--- config.mk ---
export PLATFORM = sky130hd
export DESIGN_NAME = ccs_switcher
export DESIGN_NICKNAME = d
export VERILOG_FILES = /design/src/logic/ccs_pkg.sv /design/src/logic/ccs_switcher.sv
export SDC_FILE = /design/constraint.sdc
export NUM_CORES = 1
export LEC_CHECK = 0
export BUFFER_PORTS_ARGS = -buffer_cell sky130_fd_sc_hd__buf_2
export CORE_MARGIN = 2
export CORE_UTILIZATION = 44
export DETAILED_ROUTE_END_ITERATION = 8
export GPL_TIMING_DRIVEN = 0
export HOLD_SLACK_MARGIN = 0.06
export PLACE_DENSITY = 0.75
export SYNTH_ARGS = -nofsm -noshare
export SYNTH_HDL_FRONTEND = slang
export SYNTH_SLANG_ARGS = --single-unit
--- constraint.sdc ---
create_clock -name aclk -period 6.44 [get_ports aclk]
set_input_delay 0.644 -clock aclk [delete_from_list [all_inputs] [get_ports aclk]]
set_output_delay 0.644 -clock aclk [all_outputs]
set_load 0.05 [all_outputs]
--- src/logic/ccs_pkg.sv ---
/*
 * Constants, register map and source encoding for the CPU clock source
 * switcher.
 * Assumes a 50 MHz bus clock and an AXI4-Lite register port.
 */
package ccs_pkg;

  // ****************************************
  // Clock and timing
  // ****************************************
  localparam int CLK_MHZ = 50;
  localparam int HIGH_STAB_US = 65;
  localparam int HIGH_STAB_CYCLES = HIGH_STAB_US * CLK_MHZ;
  localparam int MID_STAB_US = 4;
  localparam int MID_STAB_CYCLES = MID_STAB_US * CLK_MHZ;
  localparam int LOW_STAB_US = 210;
  localparam int LOW_STAB_CYCLES = LOW_STAB_US * CLK_MHZ;
  localparam int MAIN_STAB_US = 102;
  localparam int MAIN_STAB_CYCLES = MAIN_STAB_US * CLK_MHZ;
  // Break-before-make gap of the clock multiplexer
  localparam logic [3:0] MUX_GAP_CYCLES = 4'h2;
  localparam int STAB_CNT_W = 19;

  // ****************************************
  // Register byte offsets
  // ****************************************
  localparam logic [7:0] OFS_SUBSYSTEM_SUPPLY_MODE = 8'h00;
  localparam logic [7:0] OFS_OSCILLATOR_MODE_CONFIG = 8'h04;
  localparam logic [7:0] OFS_OSCILLATOR_RUN_CONTROL = 8'h08;
  localparam logic [7:0] OFS_CLOCK_SELECT_CONTROL = 8'h0c;
  localparam logic [7:0] OFS_SUBSYSTEM_SOURCE_SELECT = 8'h10;
  localparam logic [7:0] OFS_STABILIZATION_TIME_SELECT = 8'h14;
  localparam logic [7:0] OFS_STABILIZATION_COUNTER_STATUS = 8'h18;

  // ****************************************
  // Field positions
  // ****************************************
  localparam int INTERVAL_TIMER_CLOCK_SELECT_BIT = 4;
  localparam int LOW_POWER_SUBSYSTEM_BIT = 7;
  localparam int MAIN_GAIN_HIGH_BIT = 0;
  localparam int SUB_OSCILLATOR_SELECT_BIT = 4;
  localparam int SUB_EXTERNAL_INPUT_BIT = 5;
  localparam int MAIN_OSCILLATOR_SELECT_BIT = 6;
  localparam int MAIN_EXTERNAL_INPUT_BIT = 7;
  localparam int HIGH_ONCHIP_STOP_BIT = 0;
  localparam int MID_ONCHIP_ENABLE_BIT = 1;
  localparam int SUB_OSC_STOP_BIT = 6;
  localparam int MAIN_OSC_STOP_BIT = 7;
  localparam int MAIN_ONCHIP_SELECT_BIT = 0;
  localparam int MAIN_ONCHIP_STATUS_BIT = 1;
  localparam int MAIN_SYSTEM_SELECT_BIT = 4;
  localparam int MAIN_SYSTEM_STATUS_BIT = 5;
  localparam int SOURCE_SELECT_BIT = 6;
  localparam int ACTIVE_CLOCK_STATUS_BIT = 7;
  localparam int LOW_SPEED_SELECT_BIT = 0;

  // Writable bits of each register
  localparam logic [7:0] SUPPLY_MODE_MASK = 8'h90;
  localparam logic [7:0] MODE_CONFIG_MASK = 8'hf7;
  localparam logic [7:0] RUN_CONTROL_MASK = 8'hc3;
  localparam logic [7:0] CLOCK_SELECT_MASK = 8'h51;
  localparam logic [7:0] SOURCE_SELECT_MASK = 8'h01;
  localparam logic [7:0] STAB_TIME_MASK = 8'h07;

  // ****************************************
  // Reset values
  // ****************************************
  localparam logic [7:0] RST_SUBSYSTEM_SUPPLY_MODE = 8'h00;
  localparam logic [7:0] RST_OSCILLATOR_MODE_CONFIG = 8'h00;
  localparam logic [7:0] RST_OSCILLATOR_RUN_CONTROL = 8'hc0;
  localparam logic [7:0] RST_CLOCK_SELECT_CONTROL = 8'h00;
  localparam logic [7:0] RST_SUBSYSTEM_SOURCE_SELECT = 8'h00;
  localparam logic [7:0] RST_STABILIZATION_TIME_SELECT = 8'h07;

  localparam logic [1:0] RESP_OKAY = 2'h0;
  localparam logic [1:0] RESP_SLVERR = 2'h2;

  // CPU/peripheral clock sources, also the bit order of fclk_select
  typedef enum logic [2:0] {
    SRC_HIGH,
    SRC_MID,
    SRC_MAIN,
    SRC_XT,
    SRC_LOW
  } ccs_src_t;

  localparam int NUM_SRC = 5;

endpackage

--- src/logic/ccs_switcher.sv ---
/*
 * CPU clock source switcher: oscillator run control, stabilisation
 * counter for the main resonator, break-before-make source multiplexer
 * and the AXI4-Lite register port.
 * Assumes the oscillators themselves are analog cells outside this block,
 * enabled by the run outputs; main_osc_tick is a pin, stop_mode and
 * halt_mode come from the CPU on aclk.
 */
// The implementer's own choices: the AXI4-Lite slave port and the placing of the registers.

module ccs_switcher (
  input wire logic aclk,
  input wire logic aresetn,
  input wire logic [7:0] s_axi_awaddr,
  input wire logic [2:0] s_axi_awprot,
  input wire logic s_axi_awvalid,
  output logic s_axi_awready,
  input wire logic [31:0] s_axi_wdata,
  input wire logic [3:0] s_axi_wstrb,
  input wire logic s_axi_wvalid,
  output logic s_axi_wready,
  output logic [1:0] s_axi_bresp,
  output logic s_axi_bvalid,
  input wire logic s_axi_bready,
  input wire logic [7:0] s_axi_araddr,
  input wire logic [2:0] s_axi_arprot,
  input wire logic s_axi_arvalid,
  output logic s_axi_arready,
  output logic [31:0] s_axi_rdata,
  output logic [1:0] s_axi_rresp,
  output logic s_axi_rvalid,
  input wire logic s_axi_rready,
  input wire logic main_osc_tick,
  input wire logic stop_mode,
  input wire logic halt_mode,
  output logic high_onchip_run,
  output logic mid_onchip_run,
  output logic low_speed_run,
  output logic main_resonator_enable,
  output logic main_external_enable,
  output logic main_gain_high,
  output logic sub_resonator_enable,
  output logic sub_external_enable,
  output logic [1:0] sub_drive_select,
  output logic interval_timer_low_speed,
  output logic sub_clk_peripheral_enable,
  output logic [4:0] fclk_select,
  output logic main_osc_stable
);

  // ****************************************
  // Registers and state
  // ****************************************
  logic [7:0] subsystem_supply_mode;
  logic [7:0] oscillator_mode_config;
  logic [7:0] oscillator_run_control;
  logic [7:0] clock_select_control;
  logic [7:0] subsystem_source_select;
  logic [7:0] stabilization_time_select;
  logic [7:0] stabilization_counter_status;
  localparam int STAB_CNT_W_L = ccs_pkg::STAB_CNT_W;
  logic [STAB_CNT_W_L-1:0] stab_count;

  typedef enum logic [1:0] {
    MUX_RUN,
    MUX_DRAIN,
    MUX_ENGAGE
  } ccs_mux_t;

  ccs_mux_t mux_state;
  ccs_pkg::ccs_src_t active_src;
  ccs_pkg::ccs_src_t active_main;
  ccs_pkg::ccs_src_t target_src;
  ccs_pkg::ccs_src_t request_src;
  logic [3:0] gap_count;

  logic aw_held;
  logic w_held;
  logic [7:0] aw_addr;
  logic [7:0] w_data;
  logic w_lane0;
  logic tick_meta;
  logic tick_sync;
  logic tick_prev;

  logic onchip_status;
  logic system_status;
  logic clock_status;
  logic [7:0] clock_select_read;

  // ****************************************
  // Helpers
  // ****************************************
  // Address decode shared by the read and write paths
  function automatic logic [3:0] reg_index(input logic [7:0] addr);
    unique case (addr)
      ccs_pkg::OFS_SUBSYSTEM_SUPPLY_MODE: reg_index = 4'h0;
      ccs_pkg::OFS_OSCILLATOR_MODE_CONFIG: reg_index = 4'h1;
      ccs_pkg::OFS_OSCILLATOR_RUN_CONTROL: reg_index = 4'h2;
      ccs_pkg::OFS_CLOCK_SELECT_CONTROL: reg_index = 4'h3;
      ccs_pkg::OFS_SUBSYSTEM_SOURCE_SELECT: reg_index = 4'h4;
      ccs_pkg::OFS_STABILIZATION_TIME_SELECT: reg_index = 4'h5;
      ccs_pkg::OFS_STABILIZATION_COUNTER_STATUS: reg_index = 4'h6;
      default: reg_index = 4'hf;
    endcase
  endfunction

  // Exponent of main clock periods behind each flag, bit 7 first
  function automatic int flag_exp(input int bit_pos);
    unique case (bit_pos)
      7: flag_exp = 8;
      6: flag_exp = 9;
      5: flag_exp = 10;
      4: flag_exp = 11;
      3: flag_exp = 13;
      2: flag_exp = 15;
      1: flag_exp = 17;
      default: flag_exp = 18;
    endcase
  endfunction

  // ****************************************
  // Oscillator enables
  // ****************************************
  logic run_high;
  logic run_mid;
  logic run_low;
  logic run_main;
  logic run_sub;
  logic sub_on_cpu;

  always_comb begin
    run_high = !oscillator_run_control[ccs_pkg::HIGH_ONCHIP_STOP_BIT];
    run_mid = oscillator_run_control[ccs_pkg::MID_ONCHIP_ENABLE_BIT];
    run_low = subsystem_source_select[ccs_pkg::LOW_SPEED_SELECT_BIT];
    run_main = oscillator_mode_config[ccs_pkg::MAIN_OSCILLATOR_SELECT_BIT]
      && !oscillator_run_control[ccs_pkg::MAIN_OSC_STOP_BIT];
    run_sub = oscillator_mode_config[ccs_pkg::SUB_OSCILLATOR_SELECT_BIT]
      && !oscillator_run_control[ccs_pkg::SUB_OSC_STOP_BIT];
    sub_on_cpu = (active_src == ccs_pkg::SRC_XT)
      || (active_src == ccs_pkg::SRC_LOW);
  end

  always_ff @(posedge aclk) begin
    if (!aresetn) begin
      high_onchip_run <= 1'b0;
      mid_onchip_run <= 1'b0;
      low_speed_run <= 1'b0;
      main_resonator_enable <= 1'b0;
      main_external_enable <= 1'b0;
      main_gain_high <= 1'b0;
      sub_resonator_enable <= 1'b0;
      sub_external_enable <= 1'b0;
      sub_drive_select <= 2'h0;
      interval_timer_low_speed <= 1'b0;
      sub_clk_peripheral_enable <= 1'b0;
    end else begin
      high_onchip_run <= run_high;
      mid_onchip_run <= run_mid;
      low_speed_run <= run_low;
      main_external_enable <= run_main
        && oscillator_mode_config[ccs_pkg::MAIN_EXTERNAL_INPUT_BIT];
      main_resonator_enable <= run_main
        && !oscillator_mode_config[ccs_pkg::MAIN_EXTERNAL_INPUT_BIT];
      main_gain_high <= oscillator_mode_config[ccs_pkg::MAIN_GAIN_HIGH_BIT];
      sub_external_enable <= run_sub
        && oscillator_mode_config[ccs_pkg::SUB_EXTERNAL_INPUT_BIT];
      sub_resonator_enable <= run_sub
        && !oscillator_mode_config[ccs_pkg::SUB_EXTERNAL_INPUT_BIT];
      sub_drive_select <= oscillator_mode_config[2:1];
      interval_timer_low_speed <=
        subsystem_supply_mode[ccs_pkg::INTERVAL_TIMER_CLOCK_SELECT_BIT];
      // With the low-power bit set, other subsystem loads are cut in STOP, and in HALT on a sub source; RTC and timer keep it
      sub_clk_peripheral_enable <= !(
        subsystem_supply_mode[ccs_pkg::LOW_POWER_SUBSYSTEM_BIT]
        && (stop_mode || (halt_mode && sub_on_cpu)));
    end
  end

  // ****************************************
  // Main oscillator stabilisation counter
  // ****************************************
  // Pin is asynchronous; tick_meta feeds only tick_sync
  always_ff @(posedge aclk) begin
    if (!aresetn) begin
      tick_meta <= 1'b0;
      tick_sync <= 1'b0;
      tick_prev <= 1'b0;
    end else begin
      tick_meta <= main_osc_tick;
      tick_sync <= tick_meta;
      tick_prev <= tick_sync;
    end
  end

  logic [7:0] next_flags;
  logic stab_done;

  always_comb begin
    next_flags = 8'h00;
    for (int b = 0; b < 8; b++) begin
      next_flags[b] = stab_count >= (STAB_CNT_W_L'(1) << flag_exp(b));
    end
    // Selected time reached: counting stops there
    stab_done = next_flags[3'h7 - stabilization_time_select[2:0]];
  end

  always_ff @(posedge aclk) begin
    if (!aresetn || !run_main) begin
      stab_count <= '0;
    end else if (tick_sync && !tick_prev && !stab_done) begin
      stab_count <= stab_count + STAB_CNT_W_L'(1);
    end
  end

  always_ff @(posedge aclk) begin
    if (!aresetn) begin
      stabilization_counter_status <= 8'h00;
      main_osc_stable <= 1'b0;
    end else begin
      stabilization_counter_status <= next_flags;
      main_osc_stable <= stab_done && run_main;
    end
  end

  // ****************************************
  // Clock source multiplexer
  // ****************************************
  always_comb begin
    if (clock_select_control[ccs_pkg::SOURCE_SELECT_BIT]) begin
      request_src = run_low ? ccs_pkg::SRC_LOW : ccs_pkg::SRC_XT;
    end else if (clock_select_control[ccs_pkg::MAIN_SYSTEM_SELECT_BIT]) begin
      request_src = ccs_pkg::SRC_MAIN;
    end else if (clock_select_control[ccs_pkg::MAIN_ONCHIP_SELECT_BIT]) begin
      request_src = ccs_pkg::SRC_MID;
    end else begin
      request_src = ccs_pkg::SRC_HIGH;
    end
  end

  // A target stopped at request time is not engaged; stopping the active source is not blocked
  function automatic logic src_running(input ccs_pkg::ccs_src_t s,
                                       input logic [4:0] runs);
    src_running = runs[s];
  endfunction

  logic [4:0] runs_vec;
  assign runs_vec = {run_low, run_sub, run_main, run_mid, run_high};

  always_ff @(posedge aclk) begin
    if (!aresetn) begin
      mux_state <= MUX_RUN;
      active_src <= ccs_pkg::SRC_HIGH;
      active_main <= ccs_pkg::SRC_HIGH;
      target_src <= ccs_pkg::SRC_HIGH;
      gap_count <= 4'h0;
    end else begin
      unique case (mux_state)
        MUX_RUN: begin
          if (request_src != active_src
              && src_running(request_src, runs_vec)) begin
            target_src <= request_src;
            gap_count <= ccs_pkg::MUX_GAP_CYCLES;
            mux_state <= MUX_DRAIN;
          end
        end
        MUX_DRAIN: begin
          if (gap_count == 4'h1) begin
            mux_state <= MUX_ENGAGE;
          end
          gap_count <= gap_count - 4'h1;
        end
        MUX_ENGAGE: begin
          // Status follows at the end of the gap, one cycle before fclk_select shows the new source
          active_src <= target_src;
          if (target_src == ccs_pkg::SRC_HIGH
              || target_src == ccs_pkg::SRC_MID
              || target_src == ccs_pkg::SRC_MAIN) begin
            active_main <= target_src;
          end
          mux_state <= MUX_RUN;
        end
      endcase
    end
  end

  // Break before make: no source selected during the gap
  always_ff @(posedge aclk) begin
    if (!aresetn) begin
      fclk_select <= 5'h00;
    end else if (mux_state == MUX_RUN) begin
      fclk_select <= 5'h01 << active_src;
    end else begin
      fclk_select <= 5'h00;
    end
  end

  always_comb begin
    onchip_status = active_main == ccs_pkg::SRC_MID;
    system_status = active_main == ccs_pkg::SRC_MAIN;
    clock_status = sub_on_cpu;
    clock_select_read = clock_select_control & ccs_pkg::CLOCK_SELECT_MASK;
    clock_select_read[ccs_pkg::MAIN_ONCHIP_STATUS_BIT] = onchip_status;
    clock_select_read[ccs_pkg::MAIN_SYSTEM_STATUS_BIT] = system_status;
    clock_select_read[ccs_pkg::ACTIVE_CLOCK_STATUS_BIT] = clock_status;
  end

  // ****************************************
  // AXI4-Lite write path
  // ****************************************
  assign s_axi_awready = !aw_held && !s_axi_bvalid;
  assign s_axi_wready = !w_held && !s_axi_bvalid;

  always_ff @(posedge aclk) begin
    if (!aresetn) begin
      aw_held <= 1'b0;
      w_held <= 1'b0;
      aw_addr <= 8'h00;
      w_data <= 8'h00;
      w_lane0 <= 1'b0;
      s_axi_bvalid <= 1'b0;
      s_axi_bresp <= ccs_pkg::RESP_OKAY;
    end else begin
      if (s_axi_awvalid && s_axi_awready) begin
        aw_held <= 1'b1;
        aw_addr <= s_axi_awaddr;
      end
      if (s_axi_wvalid && s_axi_wready) begin
        w_held <= 1'b1;
        w_data <= s_axi_wdata[7:0];
        w_lane0 <= s_axi_wstrb[0];
      end
      if (aw_held && w_held) begin
        aw_held <= 1'b0;
        w_held <= 1'b0;
        s_axi_bvalid <= 1'b1;
        s_axi_bresp <= (reg_index(aw_addr) == 4'hf) ?
          ccs_pkg::RESP_SLVERR : ccs_pkg::RESP_OKAY;
      end else if (s_axi_bvalid && s_axi_bready) begin
        s_axi_bvalid <= 1'b0;
      end
    end
  end

  logic do_write;
  assign do_write = aw_held && w_held && w_lane0;

  always_ff @(posedge aclk) begin
    if (!aresetn) begin
      subsystem_supply_mode <= ccs_pkg::RST_SUBSYSTEM_SUPPLY_MODE;
      oscillator_mode_config <= ccs_pkg::RST_OSCILLATOR_MODE_CONFIG;
      oscillator_run_control <= ccs_pkg::RST_OSCILLATOR_RUN_CONTROL;
      clock_select_control <= ccs_pkg::RST_CLOCK_SELECT_CONTROL;
      subsystem_source_select <= ccs_pkg::RST_SUBSYSTEM_SOURCE_SELECT;
      stabilization_time_select <= ccs_pkg::RST_STABILIZATION_TIME_SELECT;
    end else if (do_write) begin
      unique case (reg_index(aw_addr))
        4'h0: subsystem_supply_mode <= w_data & ccs_pkg::SUPPLY_MODE_MASK;
        4'h1: oscillator_mode_config <= w_data & ccs_pkg::MODE_CONFIG_MASK;
        4'h2: oscillator_run_control <= w_data & ccs_pkg::RUN_CONTROL_MASK;
        // Status bits are masked off; only select bits store
        4'h3: clock_select_control <= w_data & ccs_pkg::CLOCK_SELECT_MASK;
        // Upper bits stay zero
        4'h4: subsystem_source_select <= w_data & ccs_pkg::SOURCE_SELECT_MASK;
        4'h5: stabilization_time_select <= w_data & ccs_pkg::STAB_TIME_MASK;
        default: ;
      endcase
    end
  end

  // ****************************************
  // AXI4-Lite read path
  // ****************************************
  assign s_axi_arready = !s_axi_rvalid;

  always_ff @(posedge aclk) begin
    if (!aresetn) begin
      s_axi_rvalid <= 1'b0;
      s_axi_rdata <= 32'h00000000;
      s_axi_rresp <= ccs_pkg::RESP_OKAY;
    end else if (s_axi_arvalid && s_axi_arready) begin
      s_axi_rvalid <= 1'b1;
      s_axi_rresp <= ccs_pkg::RESP_OKAY;
      unique case (reg_index(s_axi_araddr))
        4'h0: s_axi_rdata <= {24'h000000, subsystem_supply_mode};
        4'h1: s_axi_rdata <= {24'h000000, oscillator_mode_config};
        4'h2: s_axi_rdata <= {24'h000000, oscillator_run_control};
        4'h3: s_axi_rdata <= {24'h000000, clock_select_read};
        4'h4: s_axi_rdata <= {24'h000000, subsystem_source_select};
        4'h5: s_axi_rdata <= {24'h000000, stabilization_time_select};
        4'h6: s_axi_rdata <= {24'h000000, stabilization_counter_status};
        default: begin
          s_axi_rdata <= 32'h00000000;
          s_axi_rresp <= ccs_pkg::RESP_SLVERR;
        end
      endcase
    end else if (s_axi_rvalid && s_axi_rready) begin
      s_axi_rvalid <= 1'b0;
    end
  end

endmodule

# [After elaboration in Yosys (flattened, before gate mapping)]
# Index checks and enable logic that the tools add are counted.
# W data, S select, Z words.
[totals] out_inout_bits=59 register_bits=140
[op_classes] order_cmp=10 eq_ne=36 n_addsub=3 muxes=28 n_bitwise=1 shifts=1 n_reduce_logical=62
[ops] cell="$pmux W4 S7" n=2
[ops] cell="$pmux W8 S7" n=1
[ops] cell="$eq A8 B5 Y1 const B" n=6
[ops] cell="$eq A8 B4 Y1 const B" n=4
[ops] cell="$mux W4" n=7
[ops] cell="$reduce_and A2 Y1" n=11
[ops] cell="$logic_and A1 B1 Y1" n=21
[ops] cell="$eq A4 B3 Y1 const B" n=5
[ops] cell="$add A19 B1 Y19 const B" n=1
[ops] cell="$ge A19 B10 Y1 const B" n=1
[ops] cell="$ge A19 B11 Y1 const B" n=1
[ops] cell="$ge A19 B12 Y1 const B" n=1
[ops] cell="$ge A19 B14 Y1 const B" n=1
[ops] cell="$ge A19 B16 Y1 const B" n=1
[ops] cell="$ge A19 B18 Y1 const B" n=1
[ops] cell="$ge A19 B19 Y1 const B" n=1
[ops] cell="$ge A19 B9 Y1 const B" n=1
[ops] cell="$eq A4 B2 Y1 const B" n=4
[ops] cell="$eq A8 B3 Y1 const B" n=2
[ops] cell="$logic_not A8 Y1" n=2
[ops] cell="$logic_not A1 Y1" n=14
[ops] cell="$eq A4 B1 Y1 const B" n=3
[ops] cell="$mux W2" n=5
[ops] cell="$eq A3 B2 Y1 const B" n=3
[ops] cell="24 further kinds" n=42

# [Longest topological paths before layout]
[depth] word_depth=8 mapped_depth=8

# [Worst setup path before layout]
# OpenSTA, ideal clock, no wires.
[synth_timing] path_kind="register to register" from="register aw_addr[1]" to="register oscillator_mode_config[2]" setup_slack_ps=4349 t_arrival_ps=1976 t_required_ps=6326 stages_incl_launch_ff=7 path_buffers=1 setup_time_ps=114 cell_sequence="dfxtp_1 -> or4_4 -> or3_4 -> or4_4 -> buf_6 -> nand2_1 -> o21ai_2"
[synth_via] elab_chain_len=6
[synth_lines] element="from (decl)" line_no="ccs_switcher.sv:79" text="logic [7:0] aw_addr;"
[synth_lines] element="from (signal assigned)" line_no="ccs_switcher.sv:326" text="aw_addr <= s_axi_awaddr;"
[synth_lines] element="$eq A8 B5 Y1 (tied with other cells)" line_no="ccs_switcher.sv:96" text="unique case (addr)"
[synth_lines] element="$pmux W4 S7 (*)" line_no="ccs_switcher.sv:96"
[synth_lines] element="$mux W4 (*)" line_no="ccs_switcher.sv:356" text="end else if (do_write) begin"
[synth_lines] element="$mux W4 (*)" line_no="ccs_switcher.sv:349" text="if (!aresetn) begin"
[synth_lines] element="$eq A4 B1 Y1 (*)" line_no="ccs_switcher.sv:357" text="unique case (reg_index(aw_addr))"
[synth_lines] element="$reduce_and A2 Y1 (no line) (*)"
[synth_lines] element="to (signal assigned)" line_no="ccs_switcher.sv:351" text="oscillator_mode_config <= ccs_pkg::RST_OSCILLATOR_MODE_CONFIG;"
[synth_lines] element="to (signal assigned)" line_no="ccs_switcher.sv:359" text="4'h1: oscillator_mode_config <= w_data & ccs_pkg::MODE_CONFIG_MASK;"
[synth_lines] element="to (decl)" line_no="ccs_switcher.sv:55" text="logic [7:0] oscillator_mode_config;"
# Every way passes the cells marked *; elsewhere a longest branch is shown, timed or not. The select of a mux whose other input is x is not followed.
# A chain may end at the register's enable or synchronous reset.

# [Worst setup path in the final report]
[layout_timing] from="register stab_count[15]" to="register stab_count[10]"
[layout_via] elab_chain_len=5
[layout_lines] element="from (decl)" line_no="ccs_switcher.sv:62" text="logic [STAB_CNT_W_L-1:0] stab_count;"
[layout_lines] element="from (signal assigned)" line_no="ccs_switcher.sv:212" text="stab_count <= stab_count + STAB_CNT_W_L'(1);"
[layout_lines] element="$ge A19 B19 Y1 (tied with other cells)" line_no="ccs_switcher.sv:202" text="next_flags[b] = stab_count >= (STAB_CNT_W_L'(1) << flag_exp(b));"
[layout_lines] element="$bmux W1 S3 (*)" line_no="ccs_switcher.sv:205" text="stab_done = next_flags[3'h7 - stabilization_time_select[2:0]];"
[layout_lines] element="$mux W1 (implied by the code) (*)" line_no="ccs_switcher.sv:205"
[layout_lines] element="$logic_not A1 Y1 (*)" line_no="ccs_switcher.sv:211" text="end else if (tick_sync && !tick_prev && !stab_done) begin"
[layout_lines] element="$logic_and A1 B1 Y1 (*)" line_no="ccs_switcher.sv:211"
# Marked as above.

==> impl_metrics.env <==
export IMPL_min_path_type="in2reg"
export IMPL_synth_commonest_cells="dfxtp_1, nand2_1, a21oi_1"
export IMPL_reg2reg_setup_slack_ns=3.90
export IMPL_vdd_drop_max_uv=188
export IMPL_hp_start="s_axi_rready"
export IMPL_status="finished clean"
export IMPL_synth_distinct_cells=62
export IMPL_ys_top_cells_by_area="dfxtp_1, nand2_1, mux2i_1, a21oi_1, buf_4"
export IMPL_synth_edff_count=0
export IMPL_grt_max_degree=17
export IMPL_cts_tree="yes"
export IMPL_multi_input_area_um2=2640
export IMPL_endpoint_kind="flop"
export IMPL_cts_buffers=17
export IMPL_die_area_um2=12700
export IMPL_synth_top_cell_area_share_pct=43.5
export IMPL_rr_startpoint="stab_count[15]"
export IMPL_period_minus_slack_ns=2.54
export IMPL_syn_inst=611
export IMPL_cts_clk_slew_worst_paths_ns=0.06
export IMPL_critical_path_required_ns=6.78
export IMPL_final_setup_tns_ns=0
export IMPL_wire_per_inst_um=14.6
export IMPL_finClkSkew_ns=0.0111
export IMPL_drive_gt1_share_pct=20.3
export IMPL_yosysWarnings=0
export IMPL_fin_crit_sh_pct=39.4
export IMPL_synth_top_area_cell="dfxtp_1"
export IMPL_hold_violations=0
export IMPL_drtIter0Drc=405
export IMPL_p_leak_nw=2.50
export IMPL_worst_pin_slew_ns=0.701
export IMPL_critPathKind="reg2reg"
export IMPL_rsz0062_at_grt="false"
export IMPL_antenna_found_initial=0
export IMPL_ant_nets=0
export IMPL_clk_latency_ns=0.42
export IMPL_grt_pass1_wl_um=21100
export IMPL_worstHoldEndpoint="s_axi_rvalid"
export IMPL_cts_sinks=113
export IMPL_firstDrtPassIters=5
export IMPL_drc=0
export IMPL_start_kind="flop"
export IMPL_gp_congestion=0.874
export IMPL_r2r_end="stab_count[10]"
export IMPL_max_freq_mhz=394
export IMPL_seq_area_um2=2260
export IMPL_power_mw=1.83
export IMPL_vias_per_cell=5.40
export IMPL_finalSetupViolations=0
export IMPL_grt_util_all_layers_pct=20.6
export IMPL_r2r_cells=4
export IMPL_cts_setup_buffers=0
export IMPL_antennaDiodeCount=0
export IMPL_syn_to_final_growth_pct=22.6
export IMPL_cellPowerDensity_nw_per_um2=287
export IMPL_placementRows=39
export IMPL_htree_levels=4
export IMPL_port_buffers=65
export IMPL_postRouteWirelength_um=12800
export IMPL_layoutNonFillerInstCount=876
export IMPL_cts_hold_buf=0
export IMPL_vias=4734
export IMPL_cts_root_buffer="clkbuf_16"
export IMPL_ys_seq_elements=113
export IMPL_coreArea_um2=11500
export IMPL_syn_avg_cell_area_um2=8.50
export IMPL_die_h_um=113
export IMPL_maxCapViolations=0
export IMPL_async_reset_ff_share_pct=0
export IMPL_maxSlewViolCount=0
export IMPL_synthFlopType="dfxtp_1"
export IMPL_crit_fanout=8
export IMPL_arrival_ns=2.87
export IMPL_clockBufferDepth=2
export IMPL_fillers=1017
export IMPL_ioPinCount=127
export IMPL_netlist_area_um2=5190
export IMPL_dp_hpwl_um=9280
export IMPL_placed_cells=844
export IMPL_seq_area_frac_synth_pct=43.5
export IMPL_first_global_vias=4484
export IMPL_grt_overflow=0
export IMPL_fin_nets=795
export IMPL_max_slew_margin_pct=53.2
export IMPL_initial_core_util_pct=45.3
export IMPL_post_synth_top_count_cell="dfxtp_1"
export IMPL_dieWidth_um=113
export IMPL_hold_path_depth=2
export IMPL_cts_resized=0
[power by group]
part	switching (mW)	internal, mW	leakage, nW	total, mW
Sequential	0.0137	0.716	0.916	0.729
Combinational	0.136	0.0562	1.31	0.192
Clock	0.366	0.542	0.276	0.908
[critical path, cell delays in order, from the launching register on]
cell and delay, ns:
dfxtp_1 0.35, nor4_2 0.57, o2111ai_1 0.50, a2111oi_0 0.76, mux2i_1 0.27
[placed cells by master, fill, tap and decap left out, types with 7 or more instances in the layout]
cell type	count
nor3_1	8
conb_1	26
o21ai_0	16
buf_2	67
and2_1	13
a21oi_1	45
clkbuf_1	24
a211oi_1	9
nand2b_1	19
buf_4	26
dfxtp_1	113
mux2i_1	30
nor2b_1	7
ha_1	7
o21ai_2	7
nand3_1	28
inv_1	18
nor2_1	42
clkbuf_16	17
nand2_1	95
[through the flow]
step           hold slack (ns)  setup WS (ns)  utilization (%)  instance area (µm²)
3_3_place_gp             0.418           4.07             50.5                 5790
6_report                 0.422           3.90             55.5                 6370
4_1_cts                  0.417           3.91             55.5                 6370
5_1_grt                  0.432           3.70             55.5                 6370
2_1_floorplan            0.412           4.35                -                 5290
3_5_place_dp             0.427           3.98             50.5                 5790
[final cells by class]
type,count,share of cell area [%]
Buffer,56,4.99
Clock buffer,17,6.68
Clock inverter,15,2.36
Inverter,19,1.12
Multi-Input combinational cell,448,41.4
Sequential cell,113,35.5
Tap cell,143,2.81
Timing Repair Buffer,65,5.11
[cells by family after synthesis]
| family | after synthesis | share of synthesized area, % |
|---|---|---|
| compound gates | 128 | 16.5 |
| buf+inv | 75 | 7.49 |
| mux | 34 | 6.65 |
| fa+ha+maj | 7 | 1.69 |
| other cells | 1 | 0.0722 |
| simple gates | 253 | 24.1 |
| flops | 113 | 43.5 |
[sequential cells by signal, indices dropped and copies added (netlist names), 4 cells and up]
| name | cells |
|---|---|
| aw_addr | 8 |
| fclk_select | 5 |
| gap_count | 4 |
| oscillator_mode_config | 7 |
| oscillator_run_control | 4 |
| s_axi_rdata | 8 |
| stab_count | 19 |
| stabilization_counter_status | 8 |
| w_data | 7 |
[worst max-delay path by stage]
stage | start | cells past startpoint | to | slack (ns)
finish | stab_count[15] | 4 | stab_count[10] | 3.90
global route | stab_count[15] | 4 | stab_count[10] | 3.70
CTS | stab_count[15] | 4 | stab_count[10] | 3.91
floorplan | aw_addr[1] | 6 | oscillator_mode_config[2] | 4.35
global placement | aresetn | 6 | stab_count[4] | 4.07
detailed placement | aresetn | 6 | stab_count[5] | 3.98
[layer usage]
metal | GRT usage (%) | part of all wire, % | routed length [µm] | vias to the layer above
met4 | 9.84 | 2.6 | 334 | 0
met2 | 32.9 | 46 | 5930 | 190
met5 | 0 | 0 | 0 | -
met1 | 25.8 | 44 | 5620 | 2188
met3 | 5.56 | 7.0 | 889 | 32
li1 | - | - | - | 2324
(Power assumes the default switching activity.)
